[src/design/dcl_pkg.sv]
package dcl_pkg;
	// control-source selection codes
	localparam logic [2:0] SRC_CONTACT = 3'h0;
	localparam logic [2:0] SRC_KEYPAD = 3'h1;
	localparam logic [2:0] SRC_BUS = 3'h2;
	localparam logic [2:0] SRC_KEYPAD_BUS = 3'h3;
	localparam logic [2:0] SRC_CONTACT_KEYPAD = 3'h4;
	localparam logic [2:0] SRC_THREE_WIRE = 3'h5;
	// multifunction input modes
	localparam logic [2:0] MFI_DIGITAL_LOW = 3'h3;
	localparam logic [2:0] MFI_DIGITAL_HIGH = 3'h4;
	// motor temperature evaluation
	localparam logic [1:0] TEMP_OFF = 2'h0;
	localparam logic [1:0] TEMP_WARN = 2'h1;
	localparam logic [1:0] TEMP_FAULT = 2'h2;
	// signal source codes
	localparam logic [9:0] SIG_OFF = 10'h007;
	localparam logic [9:0] SIG_IN5 = 10'h04B;
	localparam logic [9:0] SIG_MFI2_HW = 10'h214;
	// qualification window
	localparam int QUAL_TIME_MS = 32;
	localparam int CLK_HZ = 250000000;
	localparam int QUAL_CYCLES = QUAL_TIME_MS * (CLK_HZ / 1000);
	localparam int QUAL_W = 24;
	typedef enum logic [1:0] {DCL_IDLE, DCL_QUAL, DCL_RUN} dcl_tw_state_t;
endpackage

[src/design/dcl_sync.sv]
`timescale 1ns/100ps
module dcl_sync #(
	parameter int W = 1
) (
	input wire logic sys_clk,
	input wire logic rst_n,
	input wire logic [W-1:0] asyncIn,
	output logic [W-1:0] syncOut
);
	typedef struct packed {
		logic [W-1:0] meta;
		logic [W-1:0] stable;
	} dcl_sync_t;
	dcl_sync_t st_ff;
	dcl_sync_t nxt_st;
	always_comb begin
		nxt_st.meta = asyncIn;
		nxt_st.stable = st_ff.meta;
	end
	always_ff @(posedge sys_clk or negedge rst_n) begin
		if (!rst_n) begin
			st_ff <= '0;
		end else begin
			st_ff <= nxt_st;
		end
	end
	assign syncOut = st_ff.stable;
endmodule // dcl_sync

[src/design/dcl_window.sv]
`timescale 1ns/100ps
module dcl_window #(
	parameter int CYCLES = 8000000,
	parameter int W = 24
) (
	input wire logic sys_clk,
	input wire logic rst_n,
	input wire logic restart,
	input wire logic hold,
	output logic expired
);
	// counts while hold is high, restart wins
	typedef struct packed {
		logic [W-1:0] cnt;
		logic done;
	} dcl_window_t;
	dcl_window_t st_ff;
	dcl_window_t nxt_st;
	localparam logic [W-1:0] LAST = W'(CYCLES - 1);
	always_comb begin
		nxt_st = st_ff;
		if (restart) begin
			nxt_st.cnt = '0;
			nxt_st.done = 1'b0;
		end else if (hold && !st_ff.done) begin
			nxt_st.cnt = st_ff.cnt + W'(1);
			nxt_st.done = (st_ff.cnt == LAST);
		end
	end
	always_ff @(posedge sys_clk or negedge rst_n) begin
		if (!rst_n) begin
			st_ff <= '0;
		end else begin
			st_ff <= nxt_st;
		end
	end
	assign expired = st_ff.done;
endmodule // dcl_window

[src/design/drive_command_logic.sv]
// Operation
// with three-wire enable on, a forward or reverse rising edge starts the drive
// in three-wire operation dropping the enable stops the drive
// run pulses latch while enable is on; latch clears when enable drops
// once started in three-wire mode further start edges are ignored
// pulse under 32 ms or both requests within 32 ms stops the drive
// three-wire behaviour applies only with control source code 5
// three fixed-frequency selects index one of eight frequencies
// two fixed-percentage selects index one of four percentages
// inching request drives toward the inching frequency
// input fault clear needs contact control or a hardware source
// panel stop key clears faults only when keypad control allowed
// command word reset bit from the controller acknowledges the fault
// thermal contact feeds over-temperature evaluation: off, warning or fault
// multifunction thermal input must be digital mode 3 or 4
// speed/torque select chooses controller, changeover supervised while running
// factory: fault clear from input five, three-wire enable tied off
// contact inputs count only with source 0, 4 or 5 unless hardware chosen; fixed-frequency and percentage selects are used with any source
// 32 ms windows from a counter on synchronised inputs
`timescale 1ns/100ps
module drive_command_logic #(
	parameter int QUAL_CYCLES = dcl_pkg::QUAL_CYCLES,
	parameter int FREQ_W = 16,
	parameter int PCT_W = 16
) (
	input wire logic sys_clk,
	input wire logic rst_n,
	input wire logic [2:0] controlSource,
	input wire logic runFwdReq,
	input wire logic runRevReq,
	input wire logic threeWireEnable,
	input wire logic contactHardware,
	input wire logic twoWireRunFwd,
	input wire logic twoWireRunRev,
	input wire logic [2:0] fixFreqSel,
	input wire logic [1:0] fixPctSel,
	input wire logic [8*FREQ_W-1:0] fixFreqTable,
	input wire logic [4*PCT_W-1:0] fixPctTable,
	input wire logic [FREQ_W-1:0] inchFrequency,
	input wire logic inchRunReq,
	input wire logic faultClearInput,
	input wire logic faultClearHardware,
	input wire logic panelStopKey,
	input wire logic cmdWordReset,
	input wire logic motor_overtemp_contact,
	input wire logic overtempHardware,
	input wire logic [1:0] overtempMode,
	input wire logic [2:0] multi_input2_mode,
	input wire logic overtempIsMultiInput,
	input wire logic speedTorqueSel,
	input wire logic driveRunning,
	output logic driveRun,
	output logic driveDirRev,
	output logic startPulse,
	output logic stopPulse,
	output logic [FREQ_W-1:0] fixFreqOut,
	output logic [PCT_W-1:0] fixPctOut,
	output logic inchActive,
	output logic [FREQ_W-1:0] inchTarget,
	output logic faultAck,
	output logic overtempWarning,
	output logic overtempFault,
	output logic overtempCfgError,
	output logic torqueCtrlActive,
	output logic ctrlChangeover
);
	localparam int NSYNC = 13;
	localparam int CW = dcl_pkg::QUAL_W;

	typedef struct packed {
		logic fwdPrev;
		logic revPrev;
		logic enPrev;
		dcl_pkg::dcl_tw_state_t twState;
		logic dirRev;
		logic run;
		logic start;
		logic stop;
		logic [FREQ_W-1:0] freq;
		logic [PCT_W-1:0] pct;
		logic inch;
		logic [FREQ_W-1:0] inchFreq;
		logic ack;
		logic warn;
		logic fault;
		logic cfgErr;
		logic torque;
		logic change;
	} dcl_state_t;

	dcl_state_t st_ff;
	dcl_state_t nxt_st;
	logic [NSYNC-1:0] pinSync;
	logic fwdS, revS, enS, tw2FwdS, tw2RevS, inchS, clrS, keyS, tempS;
	logic [2:0] ffSelS;
	logic [1:0] fpSelS;
	logic fwdRise, revRise, contactOk, threeWire, winRestart, winExpired;

	// pin-side signals pass two flops; panelStopKey is used unsynchronised
	dcl_sync #(
		.W(NSYNC)
	) u_sync (
		.sys_clk(sys_clk),
		.rst_n(rst_n),
		.asyncIn({runFwdReq, runRevReq, threeWireEnable, twoWireRunFwd, twoWireRunRev,
			fixFreqSel, fixPctSel, inchRunReq, faultClearInput, motor_overtemp_contact}),
		.syncOut(pinSync)
	);
	assign {fwdS, revS, enS, tw2FwdS, tw2RevS, ffSelS, fpSelS, inchS, clrS, tempS} = pinSync;
	assign keyS = panelStopKey;

	function automatic logic contact_allowed(input logic [2:0] src);
		contact_allowed = (src == dcl_pkg::SRC_CONTACT) ||
			(src == dcl_pkg::SRC_CONTACT_KEYPAD) || (src == dcl_pkg::SRC_THREE_WIRE);
	endfunction

	function automatic logic keypad_allowed(input logic [2:0] src);
		keypad_allowed = (src == dcl_pkg::SRC_KEYPAD) ||
			(src == dcl_pkg::SRC_KEYPAD_BUS) || (src == dcl_pkg::SRC_CONTACT_KEYPAD);
	endfunction

	// a hardware-suffixed source is evaluated whatever the control-source code
	assign contactOk = contact_allowed(controlSource) || contactHardware;
	assign threeWire = (controlSource == dcl_pkg::SRC_THREE_WIRE);
	assign fwdRise = fwdS && !st_ff.fwdPrev;
	assign revRise = revS && !st_ff.revPrev;
	// window restarts on a start edge in DCL_IDLE and runs while the state is DCL_QUAL
	assign winRestart = (st_ff.twState == dcl_pkg::DCL_IDLE) && (fwdRise || revRise);

	dcl_window #(
		.CYCLES(QUAL_CYCLES),
		.W(CW)
	) u_window (
		.sys_clk(sys_clk),
		.rst_n(rst_n),
		.restart(winRestart),
		.hold(st_ff.twState == dcl_pkg::DCL_QUAL),
		.expired(winExpired)
	);

	always_comb begin
		nxt_st = st_ff;
		nxt_st.fwdPrev = fwdS;
		nxt_st.revPrev = revS;
		nxt_st.enPrev = enS;
		nxt_st.start = 1'b0;
		nxt_st.stop = 1'b0;
		if (threeWire) begin
			case (st_ff.twState)
				dcl_pkg::DCL_IDLE: begin
					// start latches on the edge; qualification follows
					if (enS && (fwdRise || revRise)) begin
						nxt_st.twState = dcl_pkg::DCL_QUAL;
						nxt_st.dirRev = revRise && !fwdRise;
						nxt_st.run = 1'b1;
						nxt_st.start = 1'b1;
						if (fwdRise && revRise) begin
							nxt_st.twState = dcl_pkg::DCL_IDLE;
							nxt_st.run = 1'b0;
							nxt_st.start = 1'b0;
							nxt_st.stop = 1'b1;
						end
					end
				end
				dcl_pkg::DCL_QUAL: begin
					if (!enS) begin
						nxt_st.twState = dcl_pkg::DCL_IDLE;
						nxt_st.run = 1'b0;
						nxt_st.stop = 1'b1;
					end else if ((st_ff.dirRev ? fwdRise : revRise) ||
						(st_ff.dirRev ? !revS : !fwdS)) begin
						nxt_st.twState = dcl_pkg::DCL_IDLE;
						nxt_st.run = 1'b0;
						nxt_st.stop = 1'b1;
					end else if (winExpired) begin
						nxt_st.twState = dcl_pkg::DCL_RUN;
					end
				end
				dcl_pkg::DCL_RUN: begin
					// further edges ignored until enable drops
					if (!enS) begin
						nxt_st.twState = dcl_pkg::DCL_IDLE;
						nxt_st.run = 1'b0;
						nxt_st.stop = 1'b1;
					end
				end
				default: begin
					nxt_st.twState = dcl_pkg::DCL_IDLE;
					nxt_st.run = 1'b0;
				end
			endcase
		end else begin
			// two-wire contact control outside three-wire mode
			nxt_st.twState = dcl_pkg::DCL_IDLE;
			nxt_st.run = contactOk && (tw2FwdS ^ tw2RevS);
			nxt_st.dirRev = contactOk && tw2RevS && !tw2FwdS;
			nxt_st.start = nxt_st.run && !st_ff.run;
			nxt_st.stop = !nxt_st.run && st_ff.run;
		end
		nxt_st.freq = fixFreqTable[ffSelS*FREQ_W +: FREQ_W];
		nxt_st.pct = fixPctTable[fpSelS*PCT_W +: PCT_W];
		nxt_st.inch = inchS && contactOk;
		nxt_st.inchFreq = inchS ? inchFrequency : '0;
		// fault acknowledge sources, registered level held as long as a source is active
		nxt_st.ack = ((clrS && (contactOk || faultClearHardware)) ||
			(keyS && keypad_allowed(controlSource)) ||
			cmdWordReset);
		// thermal contact: invalid multifunction mode forces no evaluation
		nxt_st.cfgErr = overtempIsMultiInput &&
			(multi_input2_mode != dcl_pkg::MFI_DIGITAL_LOW) &&
			(multi_input2_mode != dcl_pkg::MFI_DIGITAL_HIGH);
		nxt_st.warn = 1'b0;
		nxt_st.fault = 1'b0;
		if (tempS && !nxt_st.cfgErr && (contactOk || overtempHardware)) begin
			nxt_st.warn = (overtempMode == dcl_pkg::TEMP_WARN);
			nxt_st.fault = (overtempMode == dcl_pkg::TEMP_FAULT);
		end
		nxt_st.torque = speedTorqueSel;
		nxt_st.change = (speedTorqueSel != st_ff.torque) && driveRunning;
	end

	always_ff @(posedge sys_clk or negedge rst_n) begin
		if (!rst_n) begin
			st_ff <= '0;
		end else begin
			st_ff <= nxt_st;
		end
	end

	assign driveRun = st_ff.run;
	assign driveDirRev = st_ff.dirRev;
	assign startPulse = st_ff.start;
	assign stopPulse = st_ff.stop;
	assign fixFreqOut = st_ff.freq;
	assign fixPctOut = st_ff.pct;
	assign inchActive = st_ff.inch;
	assign inchTarget = st_ff.inchFreq;
	assign faultAck = st_ff.ack;
	assign overtempWarning = st_ff.warn;
	assign overtempFault = st_ff.fault;
	assign overtempCfgError = st_ff.cfgErr;
	assign torqueCtrlActive = st_ff.torque;
	assign ctrlChangeover = st_ff.change;
endmodule // drive_command_logic

[config.mk]
export PLATFORM = sky130hd
export DESIGN_NAME = drive_command_logic
export DESIGN_NICKNAME = d
export VERILOG_FILES = /design/src/design/dcl_pkg.sv /design/src/design/dcl_sync.sv /design/src/design/dcl_window.sv /design/src/design/drive_command_logic.sv
export SDC_FILE = /design/constraint.sdc
export NUM_CORES = 1
export LEC_CHECK = 0
export BUFFER_PORTS_ARGS = -buffer_cell sky130_fd_sc_hd__clkbuf_2
export CORE_UTILIZATION = 45
export CTS_CLUSTER_DIAMETER = 60
export DETAILED_ROUTE_END_ITERATION = 7
export GPL_ROUTABILITY_DRIVEN = 1
export HOLD_SLACK_MARGIN = 0.1
export PLACE_DENSITY = 0.82
export SYNTH_ARGS = -nofsm -noshare
export SYNTH_HDL_FRONTEND = slang
export SYNTH_SLANG_ARGS = --single-unit
[constraint.sdc]
create_clock -name sys_clk -period 2.6 [get_ports sys_clk]
set_input_delay 0.39 -clock sys_clk [delete_from_list [all_inputs] [get_ports sys_clk]]
set_output_delay 0.39 -clock sys_clk [all_outputs]
set_load 0.01 [all_outputs]
==> results.json <==
{
  "outcome": "completed",
  "max-cap-violations": 0,
  "rows": 40,
  "drt_wl_total_um": 16100,
  "r2r_setup_slack_ns": 0.51,
  "leakagePower_nw": 3.75,
  "syn-num-nets": 663,
  "critPathSlowestCell": "or4_1",
  "min-delay-start": "speedTorqueSel",
  "slew_headroom": 0.521,
  "worstPathRequired_ns": 2.92,
  "dpl_cell_area_sq_mm": 0.00700,
  "cp_cell_sequence": "nor3b_4 -> nand4_4 -> or4_1 -> a21oi_1",
  "first_global_vias": 4883,
  "final-setup-viol-count": 0,
  "clk_pin_slew_ns": 0.05,
  "drive_gt1_frac": 0.585,
  "clock_skew_ns": 0.0107,
  "place.gp.congestion": 0.865,
  "start_util": 0.468,
  "clock_latency_ns": 0.41,
  "whs_path_depth": 1,
  "io_pins": 298,
  "worst_ep_arrival_time_ns": 2.41,
  "grt-ovfl-total": 0,
  "yosys.area_share.adder": 0.00394,
  "fmax_ghz": 0.478,
  "hold_viol": 0,
  "regToRegEndpoint": "u_window.st_ff[19]",
  "post-route-util": 0.636,
  "worst_setup_path_end_kind": "flip-flop",
  "crit_type": "flip-flop to flip-flop",
  "synthCells": 423,
  "fp.dieH_um": 115,
  "postCtsSetupBuffers": 0,
  "ant_nets": 0,
  "max_stage_delay_ns": 0.57,
  "synth_edf_count": 0,
  "fin_crit_ns": 2.09,
  "antenna_found_initial": 1,
  "grt_use_total": 0.253,
  "area_growth_syn_to_layout_pct": 36.0,
  "first_iter_violations": 280,
  "clock_path_buffers": 2,
  "worstHoldEndpoint": "torqueCtrlActive",
  "start_kind": "flip-flop",
  "die_w_um": 115,
  "fillCellCount": 920,
  "crit_buf_inv": 0,
  "drt_first_pass_iters": 6,
  "vias": 4660,
  "htreeDepth": 4,
  "synthMuxAreaShare": 0.222,
  "drcViolationCount": 0,
  "ys_seq_area_frac": 0.499,
  "postSynthAreaPerCell_sq_um": 13.5,
  "core_sq_mm": 0.0122,
  "die_area_sq_mm": 0.0132,
  "synth_area_sq_mm": 0.00572,
  "yosys.area_share.xor_xnor": 0.0169,
  "cts_tree": "built",
  "peakVddDrop_mv": 0.401,
  "nets": 928,
  "grt_pass1_wl_um": 24600,
  "numCtsBuffers": 17,
  "worstHoldPathType": "input port to flip-flop",
  "reg2regPathDepth": 4,
  "r2r-start": "st_ff[59]",
  "synth_compound_area_frac": 0.0543,
  "routed_via_density": 5.36,
  "synth_seq_cells": 114,
  "synthFlopType": "dfrtp_1",
  "hpwlAfterDp_um": 12300,
  "clockRootBuffer": "clkbuf_16",
  "synthArstFlopShare": 1.00,
  "tightestPinTransition_ns": 0.718,
  "path_delay_family": "simple AND/OR/NAND/NOR gates",
  "tns_ns": 0,
  "grt_max_degree": 51,
  "io_buffers": 297,
  "stdcell_area_sq_mm": 0.00777,
  "rsz0062_at_grt": "false",
  "power_density_mw_per_mm2": 648,
  "yosys.area_share.simple": 0.117,
  "timing.final.crit_share": 0.804,
  "synth_top_family_by_area": "multiplexers",
  "finalMaxSlewViolations": 0,
  "yosysWarnings": 0,
  "cp_max_fo": 15,
  "wl_per_cell_um": 18.5,
  "clock_sinks": 114,
  "synthDistinctLibCells": 55
}
==> how the worst max path moves through the flow <==
| stage | startpoint | end | depth (start not counted) |
|---|---|---|---|
| 4_1_cts | st_ff[59] | u_window.st_ff[19] | 4 |
| 6_report | st_ff[59] | u_window.st_ff[19] | 4 |
| 5_1_grt | st_ff[59] | u_window.st_ff[19] | 4 |
| 3_3_place_gp | st_ff[59] | u_window.st_ff[23] | 4 |
| 3_5_place_dp | st_ff[59] | u_window.st_ff[19] | 4 |
| 2_1_floorplan | u_sync.syncOut[5] | fixFreqOut[11] | 4 |
==> synth_stat cells, drive strengths merged, types with 2 or more instances <==
cell type,n,area [sq um]
or3,6,37.5
buf,55,400
inv,5,18.8
mux4,48,1080
nand4,10,90.1
and4b,2,20.0
nand3,9,45.0
o31ai,8,60.1
nor3b,3,33.8
mux2,16,180
nor2b,3,18.8
o21a,4,30.0
and4,4,36.3
nor2,11,41.3
nor3,5,25.0
nor4b,2,17.5
xnor2,4,35.0
o211ai,2,15.0
nand2,19,71.3
nand3b,2,15.0
dfrtp,114,2850
xor2,7,61.3
or4,5,37.5
and3,2,15.0
a21oi,14,70.1
clkbuf,14,62.6
o21ai,11,55.1
and2,20,126
==> where the power goes <==
group / total (mW) / internal, mW / switching (mW)
sequential: 1.94 / 1.88 / 0.0578
combinational: 0.657 / 0.371 / 0.285
clock: 2.44 / 1.58 / 0.868
total: 5.04 / 3.83 / 1.21
==> layout by cell type (no fill, tap or decap), types with 8 or more instances in the layout <==
cell type / n
nand2_1: 19
mux4_2: 48
clkbuf_2: 296
o31ai_1: 8
nor2_1: 11
dfrtp_1: 113
and2_1: 19
nand3_1: 9
mux2_2: 16
o21ai_0: 11
dlygate4sd3_1: 14
clkbuf_16: 17
a21oi_1: 14
==> through the flow <==
| step | hold WS (ns) | cells | power (mW) | setup WS (ns) |
|---|---|---|---|---|
| after floorplan | 0.0944 | 423 | 2.33 | 0.876 |
| after global placement | 0.331 | 823 | 2.58 | 0.661 |
| after detailed placement | 0.335 | 823 | 2.60 | 0.537 |
| after CTS | 0.112 | 869 | 5.07 | 0.511 |
| after global routing | 0.124 | 870 | 5.21 | 0.321 |
| final | 0.135 | 870 | 5.04 | 0.510 |
==> flip-flops by register name, summed over array words and instances, names as in the netlist, 4 cells and up <==
register	count
fixFreqOut	16
st_ff	4
u_window.st_ff	24
inchTarget	16
u_sync.syncOut	13
u_sync.nxt_st	13
fixPctOut	16
==> repair_timing <==
| action | 4_1_cts | 5_1_grt |
|---|---|---|
| endpoints found under the hold margin | 43 | 0 |
| hold buffers | 14 | 0 |
| resized for setup | 0 | 0 |
==> routing by layer <==
| metal | part of all wire | vias to the layer above | track usage |
|---|---|---|---|
| li1 | - | 2067 | - |
| met1 | 0.38 | 2353 | 0.299 |
| met2 | 0.53 | 211 | 0.431 |
| met3 | 0.075 | 29 | 0.0831 |
| met4 | 0.022 | 0 | 0.0987 |
| met5 | 0 | - | 0 |
==> final cells by class <==
type	count	area, sq um	share of cell area
Sequential cell	114	2850	0.367
Timing Repair Buffer	316	1690	0.218
Tap cell	168	210	0.0270
Clock inverter	13	173	0.0222
Inverter	5	18.8	0.00241
Antenna cell	1	2.50	0.000322
Multi-Input combinational cell	234	2370	0.305
Clock buffer	19	453	0.0583
==> logic make-up after synthesis <==
| kind of cell | after synthesis |
|---|---|
| compound gates | 48 |
| xor+xnor | 11 |
| fa+ha+maj | 2 |
| buf+inv | 75 |
| flops | 114 |
| mux | 65 |
| simple gates | 108 |
(Power assumes the default switching activity.)
